File: config.mk
export PLATFORM = sky130hd
export DESIGN_NAME = piomux_top
export DESIGN_NICKNAME = d
export VERILOG_FILES = /design/src/rtl/piomux_pkg.sv /design/src/rtl/piomux_reg.sv /design/src/rtl/piomux_pin.sv /design/src/rtl/piomux_top.sv
export SDC_FILE = /design/constraint.sdc
export NUM_CORES = 1
export LEC_CHECK = 0
export BUFFER_PORTS_ARGS = -buffer_cell sky130_fd_sc_hd__buf_4
export CORE_AREA = 2 2 255 257
export DETAILED_ROUTE_END_ITERATION = 10
export DIE_AREA = 0 0 257 259
export GPL_ROUTABILITY_DRIVEN = 1
export PLACE_DENSITY = 0.68
export SYNTH_ARGS = -nofsm -noshare
export SYNTH_HDL_FRONTEND = slang
export SYNTH_SLANG_ARGS = --single-unit
export TNS_END_PERCENT = 30
File: constraint.sdc
create_clock -name aclk -period 2.7 [get_ports aclk]
set_input_delay 0.135 -clock aclk [delete_from_list [all_inputs] [get_ports aclk]]
set_output_delay 0.135 -clock aclk [all_outputs]
set_load 0.02 [all_outputs]
File: src/rtl/piomux_pkg.sv
package piomux_pkg;
   localparam int NPORT     = 11;
   localparam int NPIN      = 88;
   localparam int ADDR_W    = 12;
   localparam int MUX_PORT0 = 6;
   localparam int MUX_PORTS = 4;
   localparam int MUX_LSB   = 48;
   localparam int MUX_PINS  = 32;
   localparam int BUS_PINS  = 48;
   localparam int BUS_PORTS = 6;
   localparam int OD_PORT   = 1;
   localparam int KEY_PORT  = 10;
   localparam int KEY_LSB   = 4;
   localparam int PU_W      = 22;

   localparam logic [11:0] DIR_BASE  = 12'h000;
   localparam logic [11:0] LAT_BASE  = 12'h040;
   localparam logic [11:0] FSA_BASE  = 12'h080;
   localparam logic [11:0] FSB_BASE  = 12'h090;
   localparam logic [11:0] FSC_OFS   = 12'h0A0;
   localparam logic [11:0] PU_OFS    = 12'h0A4;
   localparam logic [11:0] PCTL_OFS  = 12'h0A8;
   localparam logic [11:0] MODE_OFS  = 12'h0AC;

   localparam int FSC_P72_BIT     = 0;
   localparam int FSC_KEY_INH_BIT = 7;
   localparam int PCTL_P1_OD_BIT  = 0;
   localparam int MODE_BUS_BIT    = 0;
   localparam int MODE_BUS8_BIT   = 1;

   localparam logic [7:0]      FSC_RW_MASK  = 8'h81;
   localparam logic [7:0]      PCTL_RW_MASK = 8'h01;
   localparam logic [7:0]      MODE_RW_MASK = 8'h03;
   localparam logic [7:0]      RST_BYTE     = 8'h00;
   localparam logic [PU_W-1:0] RST_PU       = 22'h000000;

   // pin index = port * 8 + bit; masks cover ports 0 to 10
   localparam logic [87:0] F1_MASK = {8'h00, 32'hFF037FBB, 48'h0};
   localparam logic [87:0] F2_MASK = {8'h00, 32'h82011D10, 48'h0};
   localparam logic [87:0] F3_MASK = {8'h00, 32'h00000400, 48'h0};
   localparam logic [87:0] OD_MASK = {8'h00, 32'h00000300, 48'h0};
   localparam logic [87:0] IN_MASK = {8'h00, 32'h00200000, 48'h0};
   localparam logic [87:0] NOPU_MASK = OD_MASK | IN_MASK;
   localparam logic [87:0] KEY_MASK  = {8'hF0, 32'h0, 48'h0};

   localparam logic [1:0] RESP_OKAY   = 2'b00;
   localparam logic [1:0] RESP_SLVERR = 2'b10;
endpackage

File: src/rtl/piomux_reg.sv
`timescale 1ns/1ps
module piomux_reg #(
   parameter int             W   = 8,
   parameter logic [W-1:0]   RST = '0
) (
   input  wire logic         aclk,
   input  wire logic         aresetn,
   input  wire logic         we,
   input  wire logic [W-1:0] wmask,
   input  wire logic [W-1:0] wdata,
   output logic [W-1:0]      q
);
   logic [W-1:0] q_d;
   logic [W-1:0] q_q;

   always_comb
   begin
      q_d = q_q;
      if (we)
      begin
         q_d = (q_q & ~wmask) | (wdata & wmask);
      end
   end

   always_ff @(posedge aclk)
   begin
      if (!aresetn)
      begin
         q_q <= RST;
      end
      else
      begin
         q_q <= q_d;
      end
   end

   assign q = q_q;
endmodule

File: src/rtl/piomux_pin.sv
`timescale 1ns/1ps
module piomux_pin #(
   parameter bit HAS_F1   = 1'b0,
   parameter bit HAS_F2   = 1'b0,
   parameter bit HAS_F3   = 1'b0,
   parameter bit OD_FIXED = 1'b0,
   parameter bit NO_PU    = 1'b0,
   parameter bit IN_ONLY  = 1'b0
) (
   input  wire logic dir,
   input  wire logic latch,
   input  wire logic fsa,
   input  wire logic fsb,
   input  wire logic fsc,
   input  wire logic od_sel,
   input  wire logic pu_grp,
   input  wire logic bus_own,
   input  wire logic bus_val,
   input  wire logic bus_en,
   input  wire logic periph1,
   input  wire logic periph2,
   input  wire logic periph3,
   output logic      pad_val,
   output logic      pad_en,
   output logic      pad_pu
);
   logic sel;
   logic drive;
   logic val;
   logic od;

   always_comb
   begin
      sel = latch;
      if (HAS_F1 && fsa)
      begin
         sel = periph1;
         if (HAS_F2 && fsb)
         begin
            sel = periph2;
         end
         else if (HAS_F3 && fsc)
         begin
            sel = periph3;
         end
      end
      drive = IN_ONLY ? 1'b0 : (bus_own ? bus_en : dir);
      val   = bus_own ? bus_val : sel;
      od    = OD_FIXED | (od_sel & ~bus_own);
      // open drain: p-side never on, pin driven only when low
      pad_en  = drive & (~od | ~val);
      pad_val = od ? 1'b0 : val;
      pad_pu  = ~NO_PU & pu_grp & ~dir & ~bus_own;
   end
endmodule

File: src/rtl/piomux_top.sv
// Behaviour
// - one direction bit per pin selects input or output
// - bus-owned pins keep direction bits unchanged in bus modes
// - the input-only pin has no direction bit
// - port bit writes the output latch and reads the pin
// - bus-owned pins keep port latch bits unchanged in bus modes
// - first-level select picks port latch or peripheral output
// - second level picks peripheral two, else first or third level
// - second level acts only when first level picks peripheral
// - third level picks first or third output when enabled
// - inhibit bit blocks key-input interrupt on low key pins
// - inhibit bit hides external level of key pins on read
// - one pull-up enable per four pins, only on input pins
// - port one may be open drain with p-side held off
// - port one open drain also applies when usable in bus mode
// - port seven serial pins drive as open drain only
// - selectors route the listed peripheral outputs per pin
// - port seven open-drain pins never get a pull-up
//
// Decided for this implementation: the address map and the AXI4-Lite slave port.
`timescale 1ns/1ps
module piomux_top (
   input  wire logic        aclk,
   input  wire logic        aresetn,
   input  wire logic [11:0] s_axi_awaddr,
   input  wire logic [2:0]  s_axi_awprot,
   input  wire logic        s_axi_awvalid,
   output logic             s_axi_awready,
   input  wire logic [31:0] s_axi_wdata,
   input  wire logic [3:0]  s_axi_wstrb,
   input  wire logic        s_axi_wvalid,
   output logic             s_axi_wready,
   output logic [1:0]       s_axi_bresp,
   output logic             s_axi_bvalid,
   input  wire logic        s_axi_bready,
   input  wire logic [11:0] s_axi_araddr,
   input  wire logic [2:0]  s_axi_arprot,
   input  wire logic        s_axi_arvalid,
   output logic             s_axi_arready,
   output logic [31:0]      s_axi_rdata,
   output logic [1:0]       s_axi_rresp,
   output logic             s_axi_rvalid,
   input  wire logic        s_axi_rready,
   input  wire logic [87:0] pad_in,
   output logic [87:0]      pad_out,
   output logic [87:0]      pad_oe,
   output logic [87:0]      pad_pullup,
   input  wire logic [47:0] bus_drive,
   input  wire logic [47:0] bus_drive_en,
   input  wire logic [31:0] periph_first,
   input  wire logic [31:0] periph_second,
   input  wire logic [31:0] periph_third,
   output logic             key_irq_req
);
   localparam int NP = piomux_pkg::NPORT;
   localparam int NM = piomux_pkg::MUX_PORTS;

   // write channel state
   logic [11:0] awaddr_d;
   logic [11:0] awaddr_q;
   logic        aw_full_d;
   logic        aw_full_q;
   logic [31:0] wdata_d;
   logic [31:0] wdata_q;
   logic [3:0]  wstrb_d;
   logic [3:0]  wstrb_q;
   logic        w_full_d;
   logic        w_full_q;
   logic        bvalid_d;
   logic        bvalid_q;
   logic [1:0]  bresp_d;
   logic [1:0]  bresp_q;
   logic        wr_fire;
   logic        wr_hit;

   // read channel state
   logic        rvalid_d;
   logic        rvalid_q;
   logic [31:0] rdata_d;
   logic [31:0] rdata_q;
   logic [1:0]  rresp_d;
   logic [1:0]  rresp_q;
   logic        rd_hit;
   logic [31:0] rd_val;

   // register file
   logic [7:0]  dir_v [NP];
   logic [7:0]  lat_v [NP];
   logic [7:0]  fsa_v [NM];
   logic [7:0]  fsb_v [NM];
   logic [7:0]  fsc_v;
   logic [7:0]  pctl_v;
   logic [7:0]  mode_v;
   logic [piomux_pkg::PU_W-1:0] pu_v;
   logic [NP-1:0] dir_we;
   logic [NP-1:0] lat_we;
   logic [NM-1:0] fsa_we;
   logic [NM-1:0] fsb_we;
   logic          fsc_we;
   logic          pu_we;
   logic          pctl_we;
   logic          mode_we;
   logic [NP-1:0] own;
   logic [7:0]    dir_wm [NP];
   logic [7:0]    lat_wm [NP];
   logic [31:0]   bmask;

   // pin side
   logic [87:0] dir_flat;
   logic [87:0] lat_flat;
   logic [31:0] fsa_flat;
   logic [31:0] fsb_flat;
   logic [87:0] pin_d;
   logic [87:0] pin_q;
   logic [87:0] pin_rd;
   logic [87:0] cell_val;
   logic [87:0] cell_en;
   logic [87:0] cell_pu;
   logic [87:0] pout_q;
   logic [87:0] poe_q;
   logic [87:0] ppu_q;
   logic        key_d;
   logic        key_q;
   logic        key_inh;

   assign key_inh = fsc_v[piomux_pkg::FSC_KEY_INH_BIT];
   assign bmask   = {{8{wstrb_q[3]}}, {8{wstrb_q[2]}},
                     {8{wstrb_q[1]}}, {8{wstrb_q[0]}}};

   // axi write: address and data are taken independently and held
   assign s_axi_awready = ~aw_full_q;
   assign s_axi_wready  = ~w_full_q;
   assign wr_fire       = aw_full_q & w_full_q & ~bvalid_q;

   always_comb
   begin
      awaddr_d  = awaddr_q;
      aw_full_d = aw_full_q;
      wdata_d   = wdata_q;
      wstrb_d   = wstrb_q;
      w_full_d  = w_full_q;
      bvalid_d  = bvalid_q;
      bresp_d   = bresp_q;
      if (s_axi_awvalid && !aw_full_q)
      begin
         awaddr_d  = s_axi_awaddr;
         aw_full_d = 1'b1;
      end
      if (s_axi_wvalid && !w_full_q)
      begin
         wdata_d  = s_axi_wdata;
         wstrb_d  = s_axi_wstrb;
         w_full_d = 1'b1;
      end
      if (wr_fire)
      begin
         aw_full_d = 1'b0;
         w_full_d  = 1'b0;
         bvalid_d  = 1'b1;
         bresp_d   = wr_hit ? piomux_pkg::RESP_OKAY
                            : piomux_pkg::RESP_SLVERR;
      end
      else if (bvalid_q && s_axi_bready)
      begin
         bvalid_d = 1'b0;
      end
   end

   always_ff @(posedge aclk)
   begin
      if (!aresetn)
      begin
         awaddr_q  <= 12'h000;
         aw_full_q <= 1'b0;
         wdata_q   <= 32'h00000000;
         wstrb_q   <= 4'h0;
         w_full_q  <= 1'b0;
         bvalid_q  <= 1'b0;
         bresp_q   <= 2'b00;
      end
      else
      begin
         awaddr_q  <= awaddr_d;
         aw_full_q <= aw_full_d;
         wdata_q   <= wdata_d;
         wstrb_q   <= wstrb_d;
         w_full_q  <= w_full_d;
         bvalid_q  <= bvalid_d;
         bresp_q   <= bresp_d;
      end
   end

   assign s_axi_bvalid = bvalid_q;
   assign s_axi_bresp  = bresp_q;

   // write decode; bus-owned bits are masked off so bus traffic and
   // software writes during bus modes leave them as stored
   always_comb
   begin
      wr_hit = 1'b0;
      fsc_we = 1'b0;
      pu_we  = 1'b0;
      pctl_we = 1'b0;
      mode_we = 1'b0;
      for (int p = 0; p < NP; p++)
      begin
         own[p] = mode_v[piomux_pkg::MODE_BUS_BIT] &
                  (p < piomux_pkg::BUS_PORTS) &
                  ~((p == piomux_pkg::OD_PORT) &
                    mode_v[piomux_pkg::MODE_BUS8_BIT]);
         dir_wm[p] = own[p] ? 8'h00 :
                     ~piomux_pkg::IN_MASK[p*8 +: 8];
         lat_wm[p] = own[p] ? 8'h00 : 8'hFF;
         dir_we[p] = wr_fire &
                     (awaddr_q == 12'(piomux_pkg::DIR_BASE + 4*p));
         lat_we[p] = wr_fire &
                     (awaddr_q == 12'(piomux_pkg::LAT_BASE + 4*p));
         wr_hit = wr_hit | dir_we[p] | lat_we[p];
      end
      for (int k = 0; k < NM; k++)
      begin
         fsa_we[k] = wr_fire &
                     (awaddr_q == 12'(piomux_pkg::FSA_BASE + 4*k));
         fsb_we[k] = wr_fire &
                     (awaddr_q == 12'(piomux_pkg::FSB_BASE + 4*k));
         wr_hit = wr_hit | fsa_we[k] | fsb_we[k];
      end
      if (wr_fire)
      begin
         case (awaddr_q)
            piomux_pkg::FSC_OFS:  fsc_we  = 1'b1;
            piomux_pkg::PU_OFS:   pu_we   = 1'b1;
            piomux_pkg::PCTL_OFS: pctl_we = 1'b1;
            piomux_pkg::MODE_OFS: mode_we = 1'b1;
            default:              fsc_we  = 1'b0;
         endcase
      end
      wr_hit = wr_hit | fsc_we | pu_we | pctl_we | mode_we;
   end

   // every register clears at reset: all pins start as port inputs
   for (genvar p = 0; p < NP; p++)
   begin : g_port
      piomux_reg #(.W(8), .RST(piomux_pkg::RST_BYTE)) u_dir (
         .aclk    (aclk),
         .aresetn (aresetn),
         .we      (dir_we[p]),
         .wmask   (dir_wm[p] & bmask[7:0]),
         .wdata   (wdata_q[7:0]),
         .q       (dir_v[p])
      );
      piomux_reg #(.W(8), .RST(piomux_pkg::RST_BYTE)) u_lat (
         .aclk    (aclk),
         .aresetn (aresetn),
         .we      (lat_we[p]),
         .wmask   (lat_wm[p] & bmask[7:0]),
         .wdata   (wdata_q[7:0]),
         .q       (lat_v[p])
      );
   end

   for (genvar k = 0; k < NM; k++)
   begin : g_fs
      piomux_reg #(.W(8), .RST(piomux_pkg::RST_BYTE)) u_fsa (
         .aclk    (aclk),
         .aresetn (aresetn),
         .we      (fsa_we[k]),
         .wmask   (bmask[7:0]),
         .wdata   (wdata_q[7:0]),
         .q       (fsa_v[k])
      );
      piomux_reg #(.W(8), .RST(piomux_pkg::RST_BYTE)) u_fsb (
         .aclk    (aclk),
         .aresetn (aresetn),
         .we      (fsb_we[k]),
         .wmask   (bmask[7:0]),
         .wdata   (wdata_q[7:0]),
         .q       (fsb_v[k])
      );
   end

   piomux_reg #(.W(8), .RST(piomux_pkg::RST_BYTE)) u_fsc (
      .aclk    (aclk),
      .aresetn (aresetn),
      .we      (fsc_we),
      .wmask   (piomux_pkg::FSC_RW_MASK & bmask[7:0]),
      .wdata   (wdata_q[7:0]),
      .q       (fsc_v)
   );

   piomux_reg #(.W(piomux_pkg::PU_W), .RST(piomux_pkg::RST_PU)) u_pu (
      .aclk    (aclk),
      .aresetn (aresetn),
      .we      (pu_we),
      .wmask   (bmask[piomux_pkg::PU_W-1:0]),
      .wdata   (wdata_q[piomux_pkg::PU_W-1:0]),
      .q       (pu_v)
   );

   piomux_reg #(.W(8), .RST(piomux_pkg::RST_BYTE)) u_pctl (
      .aclk    (aclk),
      .aresetn (aresetn),
      .we      (pctl_we),
      .wmask   (piomux_pkg::PCTL_RW_MASK & bmask[7:0]),
      .wdata   (wdata_q[7:0]),
      .q       (pctl_v)
   );

   piomux_reg #(.W(8), .RST(piomux_pkg::RST_BYTE)) u_mode (
      .aclk    (aclk),
      .aresetn (aresetn),
      .we      (mode_we),
      .wmask   (piomux_pkg::MODE_RW_MASK & bmask[7:0]),
      .wdata   (wdata_q[7:0]),
      .q       (mode_v)
   );

   // read decode works straight off araddr, answer one cycle later
   always_comb
   begin
      rd_hit = 1'b0;
      rd_val = 32'h00000000;
      for (int p = 0; p < NP; p++)
      begin
         if (s_axi_araddr == 12'(piomux_pkg::DIR_BASE + 4*p))
         begin
            rd_hit = 1'b1;
            rd_val = {24'h000000, dir_v[p]};
         end
         if (s_axi_araddr == 12'(piomux_pkg::LAT_BASE + 4*p))
         begin
            rd_hit = 1'b1;
            rd_val = {24'h000000, pin_rd[p*8 +: 8]};
         end
      end
      for (int k = 0; k < NM; k++)
      begin
         if (s_axi_araddr == 12'(piomux_pkg::FSA_BASE + 4*k))
         begin
            rd_hit = 1'b1;
            rd_val = {24'h000000, fsa_v[k]};
         end
         if (s_axi_araddr == 12'(piomux_pkg::FSB_BASE + 4*k))
         begin
            rd_hit = 1'b1;
            rd_val = {24'h000000, fsb_v[k]};
         end
      end
      case (s_axi_araddr)
         piomux_pkg::FSC_OFS:
         begin
            rd_hit = 1'b1;
            rd_val = {24'h000000, fsc_v};
         end
         piomux_pkg::PU_OFS:
         begin
            rd_hit = 1'b1;
            rd_val = {10'h000, pu_v};
         end
         piomux_pkg::PCTL_OFS:
         begin
            rd_hit = 1'b1;
            rd_val = {24'h000000, pctl_v};
         end
         piomux_pkg::MODE_OFS:
         begin
            rd_hit = 1'b1;
            rd_val = {24'h000000, mode_v};
         end
         default:
         begin
            rd_hit = rd_hit;
         end
      endcase
   end

   assign s_axi_arready = ~rvalid_q;

   always_comb
   begin
      rvalid_d = rvalid_q;
      rdata_d  = rdata_q;
      rresp_d  = rresp_q;
      if (s_axi_arvalid && !rvalid_q)
      begin
         rvalid_d = 1'b1;
         rdata_d  = rd_val;
         rresp_d  = rd_hit ? piomux_pkg::RESP_OKAY
                           : piomux_pkg::RESP_SLVERR;
      end
      else if (rvalid_q && s_axi_rready)
      begin
         rvalid_d = 1'b0;
      end
   end

   always_ff @(posedge aclk)
   begin
      if (!aresetn)
      begin
         rvalid_q <= 1'b0;
         rdata_q  <= 32'h00000000;
         rresp_q  <= 2'b00;
      end
      else
      begin
         rvalid_q <= rvalid_d;
         rdata_q  <= rdata_d;
         rresp_q  <= rresp_d;
      end
   end

   assign s_axi_rvalid = rvalid_q;
   assign s_axi_rdata  = rdata_q;
   assign s_axi_rresp  = rresp_q;

   // pin side: flatten, sample, and gate key pins while inhibited
   always_comb
   begin
      for (int p = 0; p < NP; p++)
      begin
         dir_flat[p*8 +: 8] = dir_v[p];
         lat_flat[p*8 +: 8] = lat_v[p];
      end
      for (int k = 0; k < NM; k++)
      begin
         fsa_flat[k*8 +: 8] = fsa_v[k];
         fsb_flat[k*8 +: 8] = fsb_v[k];
      end
      pin_d  = pad_in;
      pin_rd = pin_q & ~(piomux_pkg::KEY_MASK & {88{key_inh}} &
                         ~dir_flat);
      key_d  = ~key_inh &
               |(~pin_d[piomux_pkg::KEY_PORT*8+piomux_pkg::KEY_LSB +: 4] &
                 ~dir_flat[piomux_pkg::KEY_PORT*8+piomux_pkg::KEY_LSB +: 4]);
   end

   for (genvar i = 0; i < piomux_pkg::NPIN; i++)
   begin : g_pin
      localparam int M = i - piomux_pkg::MUX_LSB;
      logic fa;
      logic fb;
      logic p1;
      logic p2;
      logic p3;
      logic bv;
      logic be;
      if (M >= 0 && M < piomux_pkg::MUX_PINS)
      begin : g_mux
         assign fa = fsa_flat[M];
         assign fb = fsb_flat[M];
         assign p1 = periph_first[M];
         assign p2 = periph_second[M];
         assign p3 = periph_third[M];
      end
      else
      begin : g_plain
         assign fa = 1'b0;
         assign fb = 1'b0;
         assign p1 = 1'b0;
         assign p2 = 1'b0;
         assign p3 = 1'b0;
      end
      if (i < piomux_pkg::BUS_PINS)
      begin : g_bus
         assign bv = bus_drive[i];
         assign be = bus_drive_en[i];
      end
      else
      begin : g_nobus
         assign bv = 1'b0;
         assign be = 1'b0;
      end
      piomux_pin #(
         .HAS_F1   (piomux_pkg::F1_MASK[i]),
         .HAS_F2   (piomux_pkg::F2_MASK[i]),
         .HAS_F3   (piomux_pkg::F3_MASK[i]),
         .OD_FIXED (piomux_pkg::OD_MASK[i]),
         .NO_PU    (piomux_pkg::NOPU_MASK[i]),
         .IN_ONLY  (piomux_pkg::IN_MASK[i])
      ) u_pin (
         .dir     (dir_flat[i]),
         .latch   (lat_flat[i]),
         .fsa     (fa),
         .fsb     (fb),
         .fsc     (fsc_v[piomux_pkg::FSC_P72_BIT]),
         .od_sel  ((i / 8 == piomux_pkg::OD_PORT) &
                   pctl_v[piomux_pkg::PCTL_P1_OD_BIT]),
         .pu_grp  (pu_v[i / 4]),
         .bus_own (own[i / 8]),
         .bus_val (bv),
         .bus_en  (be),
         .periph1 (p1),
         .periph2 (p2),
         .periph3 (p3),
         .pad_val (cell_val[i]),
         .pad_en  (cell_en[i]),
         .pad_pu  (cell_pu[i])
      );
   end

   // pad drive is registered: one cycle of latency buys glitch-free pins
   always_ff @(posedge aclk)
   begin
      if (!aresetn)
      begin
         pin_q  <= 88'h0;
         pout_q <= 88'h0;
         poe_q  <= 88'h0;
         ppu_q  <= 88'h0;
         key_q  <= 1'b0;
      end
      else
      begin
         pin_q  <= pin_d;
         pout_q <= cell_val;
         poe_q  <= cell_en;
         ppu_q  <= cell_pu;
         key_q  <= key_d;
      end
   end

   assign pad_out     = pout_q;
   assign pad_oe      = poe_q;
   assign pad_pullup  = ppu_q;
   assign key_irq_req = key_q;
endmodule

Word-level counts from Yosys, hierarchy flattened
Cells that the tools add are included.
W data, S select, Z words.
{ "word_totals": {"reg_bits": 716, "latch_bits": 0, "ramBits": 0, "romBits": 0, "inputBits": 353, "output_inout_bits": 306, "word_cells": 758, "memories": 0} }
{ "op_classes": {"addsub": 0, "mul": 0, "div_mod_pow": 0, "n_lt_le_gt_ge": 0, "n_eq_ne": 66, "shift": 0, "n_mux": 206, "n_bitwise": 417, "reduce_logical": 16} }
{ "ops": {"columns": ["op", "n"], "rows": [
  ["$and A8 B8 Y8", 40],
  ["$eq A12 B8 Y1 const B", 24],
  ["$eq A12 B7 Y1 const B", 22],
  ["$or A8 B8 Y8", 33],
  ["$mux W8", 32],
  ["$and A1 B1 Y1", 178],
  ["$and A88 B88 Y88", 2],
  ["$not A88 Y88", 2],
  ["$mux W1", 171],
  ["$not A1 Y1", 105],
  ["$eq A12 B5 Y1 const B", 8],
  ["$pmux W22 S4", 1],
  ["$eq A12 B6 Y1 const B", 6],
  ["$eq A12 B4 Y1 const B", 4],
  ["$and A22 B22 Y22", 2],
  ["$or A1 B1 Y1", 41],
  ["$not A8 Y8", 5],
  ["$eq A12 B3 Y1 const B", 2],
  ["$logic_not A12 Y1", 2],
  ["$not A22 Y22", 1],
  ["$or A22 B22 Y22", 1],
  ["$and A8 B1 Y8", 1],
  ["$and A8 B2 Y8", 1],
  ["$not A1 Y8", 1],
  ["other kinds (9)", 20]
]} }

Longest topological paths before layout
Gate-level depths: netlist of run 1.
{ "logic_depth": {"word_depth": 37, "depth_mapped": 11, "ltp_nobuf": 7} }

Cells and area by module
A second synthesis of run 1 with hierarchy kept.
{ "hier_totals": {"hier_cells": 3808, "hier_area_um2": 33327.0} }
{ "modules_own_cells": {"columns": ["module", "instances", "cells_each", "area_each_um2", "seq_area_each_um2"], "rows": [
  ["piomux_top", 1, 1633, 15905.3, 8368.0],
  ["piomux_reg at g_fs[0].u_fsa ...", 33, 43, 357.8, 160.2],
  ["piomux_pin at g_pin[0].u_pin ...", 64, 7, 48.8, 0.0],
  ["piomux_reg at u_pu", 1, 117, 968.4, 440.4],
  ["piomux_pin at g_pin[48].u_pin ...", 14, 7, 55.1, 0.0],
  ["piomux_pin at g_pin[52].u_pin ...", 6, 10, 86.3, 0.0],
  ["piomux_pin at g_pin[58].u_pin", 1, 11, 81.3, 0.0],
  ["piomux_pin at g_pin[57].u_pin", 1, 7, 57.6, 0.0],
  ["piomux_pin at g_pin[56].u_pin", 1, 9, 56.3, 0.0],
  ["piomux_pin at g_pin[69].u_pin", 1, 6, 37.5, 0.0]
]} }

Least setup slack after synthesis of run 1
No wires, ideal clock.
{ "synth_timing": {"path_kind": "register to register", "start": "reg awaddr_q[8]", "end": "reg (tool-made name)", "arrival_time_ns": 1.866, "required_ns": 2.584, "slack_ns": 0.718, "path_stages_with_launch": 8, "n_path_buf": 1, "path_cell_list": "dfxtp_1 or4_4 nor4_2 nand2_1 buf_2 nor2_4 mux2i_1 nor2b_1"} }
{ "synth_rtl": {"columns": ["element", "line_no", "text"], "rows": [
  ["start: declaration", "piomux_top.sv:60", "logic [11:0] awaddr_q;"],
  ["start signal: assignment", "piomux_top.sv:183", "awaddr_q <= awaddr_d;"]
]} }

==> impl_metrics.yaml, run 1 <==
worst_setup_path:
  cp_slowest_stage_delay_ns: 0.58
  worstSetupPathType: "flip-flop to flip-flop"
  critPathBufInv: 0
  timing.critical_path.cells: "or4_4 > nor2_1 > nand2_1 > nor2_1 > nand2_1 > nand2_1 > a21boi_0"
  end_kind: "flip-flop"
  critPathArrivalTime_ns: 3.09
  critPathMaxFanout: 8
  worst_path_max_delay_cell: "or4_4"
  crit_top_cell: "nand2_1"
  worst_ep_required_time_ns: 3.19
  cp_top_family: "simple AND/OR/NAND/NOR gates"
  start_kind: "flip-flop"
sta:
  fin_tns_setup_ns: 0
  setup_violations: 0
  finClkSkew_ns: 0.0214
  relSlewSlack_pct: 47.7
  period_minus_slack_ns: 2.60
  fin_crit_sh_pct: 96.3
  hold_violations: 0
  slew_viol_final: 0
  fmax_ghz: 0.385
  rsz0062_at_grt: "no"
  worst_slew_pin_slew_ns: 0.785
logic_synthesis:
  synthAdderAreaFrac_pct: 0
  synth_top_family_by_area: "simple AND/OR/NAND/NOR gates"
  synth-edff-count: 0
  async_reset_ff_share_pct: 0
  yosysWarningCount: 0
  synthCells: 2983
  ys.flop_type: "dfxtp_1"
  synthXorXnorAreaFrac_pct: 0
  synth-seq-area-share_pct: 50.6
  muxShareOfSynthArea_pct: 5.59
  synth-compound-area-share_pct: 15.8
  syn-cell-area_um2: 26800
  syn_area_per_cell_um2: 8.99
  ys_ff_latch: 678
  synth-simple-area-share_pct: 24.3
  yosysUniqueCellTypes: 77
routing:
  drcViolationCount: 0
  drt-total-wl_um: 107000
  first_pass_iters: 5
  drt-wirelength-per-cell_um: 22.7
  drt_iter0_drc: 2446
  avgViaCountPerCell: 5.34
  vias: 25253
  ant_nets: 0
die:
  die_w_um: 257
  fp.dieArea_um2: 66600
  core_um2: 63900
  initial_core_util_pct: 42.0
  die_h_um: 259
  io-pin-count: 659
  rows: 93
grt:
  grt_pass1_vias: 24403
  grt_pass1_wl_um: 157000
  antenna_found_initial: 1
  grt_usage_pct: 31.1
  grt-ovfl-total: 0
  grt_max_degree: 202
placed_design:
  hpwl_um: 77400
  portBuffers: 559
  globalplace.congestion: 1.04
outcome:
  outcome: "finished, final reports clean"
cts:
  clock_latency_ns: 0.62
  clockBufferDepth: 3
  cts_tree: "done"
  path_clk_slew_ns: 0.06
  htree_levels: 3
  clock-root-buffer: "clkbuf_16"
  numCtsBuffers: 73
  cts.sinks: 678
pwr:
  p_leak_nw: 14.8
  power.density_nw_per_um2: 586
  ir_drop_uv: 421
flow_run:
  cap_viol_max_count: 0
final_layout:
  layout.nets: 4175
  drive_gt1_share_pct: 22.3
  area_growth_pct: 39.2
  postLayoutCoreUtil_pct: 58.4
worst_hold_path:
  hold_class: "input pin to flip-flop"
power breakdown:
part | total (mW) | switching [mW] | leakage, nW | internal [mW]
logic | 1.57 | 0.755 | 8.12 | 0.811
registers | 10.3 | 0.137 | 5.50 | 10.1
clock network | 10.0 | 4.16 | 1.16 | 5.88
total | 21.9 | 5.05 | 14.8 | 16.8
synth_stat cells, types with 7 or more instances:
library cell	number	area, µm²
o211a_1	8	80.1
nand2_1	664	2490
o211ai_1	14	105
nand3_1	78	390
and2_1	148	926
mux2_2	7	78.8
nor3_1	18	90.1
o22ai_1	28	175
a31oi_1	12	75.1
a221o_1	9	90.1
and3_1	10	62.6
buf_4	20	150
nor2b_1	142	888
a32oi_1	11	96.3
o21ai_0	76	380
nand3b_1	10	75.1
nand4_1	13	81.3
inv_1	11	41.3
buf_6	10	113
o21a_1	8	60.1
a221oi_1	8	70.1
o221ai_1	10	87.6
nor3_2	10	100
a21oi_1	45	225
a22oi_1	16	120
clkbuf_1	143	537
a21boi_0	303	2270
buf_2	28	140
mux2i_1	142	1420
nand2b_1	7	43.8
dfxtp_1	678	13600
nor2_1	178	668
per-layer routing:
layer  wire [µm]  GRT usage [%]  vias to the layer above
met4        4480           13.4                        0
met2       51600           52.4                     1148
met1       43100           39.5                    12083
met5           0              0                        -
li1            -              -                    11786
met3        8350           4.87                      236
worst reg2reg max path: stages (launching register included):
cell and delay, ns:
dfxtp_1 0.32, or4_4 0.58, nor2_1 0.20, nand2_1 0.12, nor2_1 0.49, nand2_1 0.47, nand2_1 0.20, a21boi_0 0.10
final cells by class:
| type | instances | area (µm²) |
|---|---|---|
| Fill cell | 5508 | 26500 |
| Antenna cell | 2 | 5.00 |
| Clock buffer | 108 | 2140 |
| Clock inverter | 19 | 221 |
| Multi-Input combinational cell | 2104 | 12300 |
| Inverter | 11 | 41.3 |
| Timing Repair Buffer | 954 | 7940 |
| Sequential cell | 678 | 13600 |
| Tap cell | 855 | 1070 |
final timing paths:
path	start	to	slack [ns]	cells past startpoint
max	awaddr_q[8]	flip-flop	0.10	7
min	periph_first[8]	pad_oe[56]	0.03	5
max reg2reg	awaddr_q[8]	flip-flop	0.10	7
min reg2reg	flip-flop	pad_out[85]	0.45	1
placed cells by master (no fill, tap or decap), types with 13 or more instances in the layout:
cell	count
nand2_1	664
o21ai_0	76
a21oi_1	45
and2_1	148
a21boi_0	303
clkbuf_16	75
nor2_1	178
nand3_1	78
dfxtp_1	669
nor2b_1	140
clkbuf_1	19
nand4_1	13
o211ai_1	14
nor3_1	18
conb_1	18
a22oi_1	16
mux2i_1	142
dlygate4sd3_1	261
buf_4	683
o22ai_1	28
clkbuf_8	14
through the flow:
| stage | hold slack (ns) | cells | setup WS (ns) | total power [mW] | cell area [µm²] |
|---|---|---|---|---|---|
| 2_1_floorplan | 0.251 | 3000 | 0.718 | 11.0 | 26900 |
| 3_3_place_gp | 0.344 | 4341 | 0.164 | 11.7 | 32400 |
| 3_5_place_dp | 0.346 | 4341 | 0.146 | 11.7 | 32400 |
| 4_1_cts | 0.0214 | 4729 | 0.153 | 22.0 | 37300 |
| 5_1_grt | 0.0402 | 4730 | 0.0174 | 22.5 | 37300 |
| 6_report | 0.0278 | 4731 | 0.101 | 21.9 | 37300 |
kinds of logic (layout without fill, tap and decap cells):
| group | count (synthesis) | count (layout) |
|---|---|---|
| AO/OA/AOI/OAI | 594 | 594 |
| flip-flops | 678 | 678 |
| multiplexers | 149 | 149 |
| other | 1 | 20 |
| AND/OR/NAND/NOR | 1343 | 1343 |
| buffers and inverters | 218 | 1092 |
what timing repair did:
item	CTS	global route
buffers inserted	0	0
endpoints found under the hold margin	264	0
gates resized for setup	0	0
hold buffers	261	0
(Power assumes the default switching activity.)
==> run 2, diff against run 1 <==
--- a/config.mk
+++ b/config.mk
@@ -5,12 +5,13 @@
 export SDC_FILE = /design/constraint.sdc
 export NUM_CORES = 1
 export LEC_CHECK = 0
+export ABC_AREA = 1
 export BUFFER_PORTS_ARGS = -buffer_cell sky130_fd_sc_hd__buf_4
 export CORE_AREA = 2 2 255 257
 export DETAILED_ROUTE_END_ITERATION = 10
 export DIE_AREA = 0 0 257 259
 export GPL_ROUTABILITY_DRIVEN = 1
-export PLACE_DENSITY = 0.68
+export PLACE_DENSITY = 0.66
 export SYNTH_ARGS = -nofsm -noshare
 export SYNTH_HDL_FRONTEND = slang
 export SYNTH_SLANG_ARGS = --single-unit
==> impl_metrics.yaml, run 2 <==
sta:
  relSlewSlack_pct: 40.7
  fmax_ghz: 0.400
  fin_crit_sh_pct: 92.6
  slew_viol_final: 0
  worst_slew_pin_slew_ns: 0.880
  setup_violations: 0
  fin_hold_ws_ns: 0.103
  period_minus_slack_ns: 2.50
  rsz0062_at_grt: "no"
  hold_violations: 0
  finClkSkew_ns: 0.0337
logic_synthesis:
  ys_ff_latch: 678
  netlist_top_cells_count: "dfxtp_1 (678), inv_1 (487), o21ai_0 (467)"
  synth_top_area_share_pct: 53.9
  synthTopCellsByArea: "dfxtp_1 (54%), o21ai_0 (9.3%), a21oi_1 (8.3%)"
  syn-cell-area_um2: 25200
  synth-edff-count: 0
  yosysMostFrequentCell: "dfxtp_1"
  synth_area_leader_cell: "dfxtp_1"
  synthCells: 3217
  yosysWarningCount: 0
  ys.flop_type: "dfxtp_1"
  async_reset_ff_share_pct: 0
  yosysUniqueCellTypes: 49
  syn_area_per_cell_um2: 7.83
  synth-seq-area-share_pct: 53.9
cts:
  path_clk_slew_ns: 0.06
  cts.sinks: 678
  clock-root-buffer: "clkbuf_16"
  cts_tree: "done"
  clock_latency_ns: 0.63
  numCtsBuffers: 74
  clockBufferDepth: 3
  htree_levels: 3
grt:
  grt-ovfl-total: 0
  grt_pass1_wl_um: 149000
  antenna_found_initial: 13
  grt_max_degree: 155
  grt_pass1_vias: 23855
  grt_usage_pct: 29.6
worst_setup_path:
  worstSetupPathType: "flip-flop to flip-flop"
  worst_path_max_delay_cell: "or4_1"
  critPathArrivalTime_ns: 3.05
  timing.critical_path.cells: "inv_1 > nor3_1 > inv_1 > nor2_2 > inv_1 > nor3_1 > inv_1 > nor2_1 > buf_4 > or4_1 > nor4_1 > a32o_1"
  critPathMaxFanout: 8
  start_kind: "flip-flop"
  worst_ep_required_time_ns: 3.25
  cp_slowest_stage_delay_ns: 0.52
  end_kind: "flip-flop"
  crit_top_cell: "inv_1"
die:
  die_h_um: 259
  io-pin-count: 659
  rows: 93
  initial_core_util_pct: 39.4
  core_um2: 63900
  die_w_um: 257
  fp.dieArea_um2: 66600
routing:
  drt-total-wl_um: 102000
  ant_nets: 0
  first_pass_iters: 6
  drt_iter0_drc: 2376
  drt-wirelength-per-cell_um: 20.3
  vias: 25042
  wl_met2_um: 48900
  wl_met3_um: 7380
  drt-met1-wl_um: 41700
  avgViaCountPerCell: 4.98
  top_layer: "met5"
  drcViolationCount: 0
final_layout:
  layout.nets: 4459
  mostFrequentLayoutCell: "buf_4"
  multi_input_area_um2: 8990
  seq_area_um2: 13600
  fill_cells: 5722
  area_growth_pct: 43.8
  layout_common_cells: "buf_4 (691), dfxtp_1 (677), inv_1 (485)"
  layout.cells.non_filler: 5025
  drive_gt1_share_pct: 21.6
placed_design:
  portBuffers: 559
  hpwl_um: 73200
  globalplace.congestion: 0.934
  dp_cells: 4612
pwr:
  p_leak_nw: 16.6
  ir_drop_uv: 418
  power.density_nw_per_um2: 617
flow_run:
  cap_viol_max_count: 0
outcome:
  outcome: "finished, final reports clean"
worst_hold_path:
  hold_class: "input pin to flip-flop"
run 2: cells by family (layout without fill, tap and decap cells):
| kind of cell | after synthesis | after routing | synth area share (%) |
|---|---|---|---|
| compound gates | 974 | 974 | 20.4 |
| other cells | 1 | 27 | 0.0149 |
| simple gates | 866 | 866 | 15.0 |
| buf+inv | 698 | 1625 | 10.8 |
| flops | 678 | 678 | 53.9 |
run 2: metrics by stage:
step                worst slack [ns]  instance area, µm²  total power [mW]  setup TNS (ns)  util (%)
floorplan                      0.501               25300              11.0               0         -
global placement              0.0221               30900              11.7               0      48.4
detailed placement           -0.0118               30900              11.8         -0.0118      48.4
CTS                           0.0523               36200              22.4               0      56.7
global route                  0.0125               36200              23.0               0      56.7
finish                         0.199               36200              22.3               0      56.7
run 2: critical path: cells and delay by family, from the launching register on:
family	cells	cell delay, ns
compound gates	1	0.23
buf+inv	5	0.73
flops	1	0.31
simple gates	6	1.19
run 2: repair_timing:
action | 4_1_cts | 5_1_grt
setup endpoints to repair | 0 | 17
endpoints found under the hold margin | 279 | 0
hold buffers | 273 | 0
resized for setup | 0 | 4
setup buffers | 0 | 0
run 2: cell type report:
cell class	instances	area share, %
antenna	9	0.0622
clock buffer	106	5.92
clock inverter	25	1.02
inverter	521	5.42
multi-input combinational	1858	24.8
sequential	678	37.5
tap	855	2.95
timing repair buffer	973	22.3
run 2: final timing paths:
kind / startpoint / endpoint / slack, ns / cells past startpoint
hold / removal: s_axi_araddr[6] / s_axi_rdata[0] / 0.10 / 8
hold reg to reg: flip-flop / pad_pullup[34] / 0.41 / 1
setup reg to reg: w_full_q / s_axi_bresp[1] / 0.20 / 12
setup / recovery: w_full_q / s_axi_bresp[1] / 0.20 / 12
run 2: layer usage:
metal	global-route usage, %	vias to the layer above
met5	0	-
met2	49.9	951
li1	-	12184
met4	11.7	4
met1	37.1	11728
met3	5.81	175
run 2: where the power goes:
| part | leakage (nW) | total (mW) | internal (mW) | switching, mW |
|---|---|---|---|---|
| Clock | 1.23 | 10.4 | 6.23 | 4.21 |
| Sequential | 5.50 | 10.2 | 10.2 | 0.0884 |
| Combinational | 9.87 | 1.66 | 0.744 | 0.919 |
| Total | 16.6 | 22.3 | 17.1 | 5.22 |
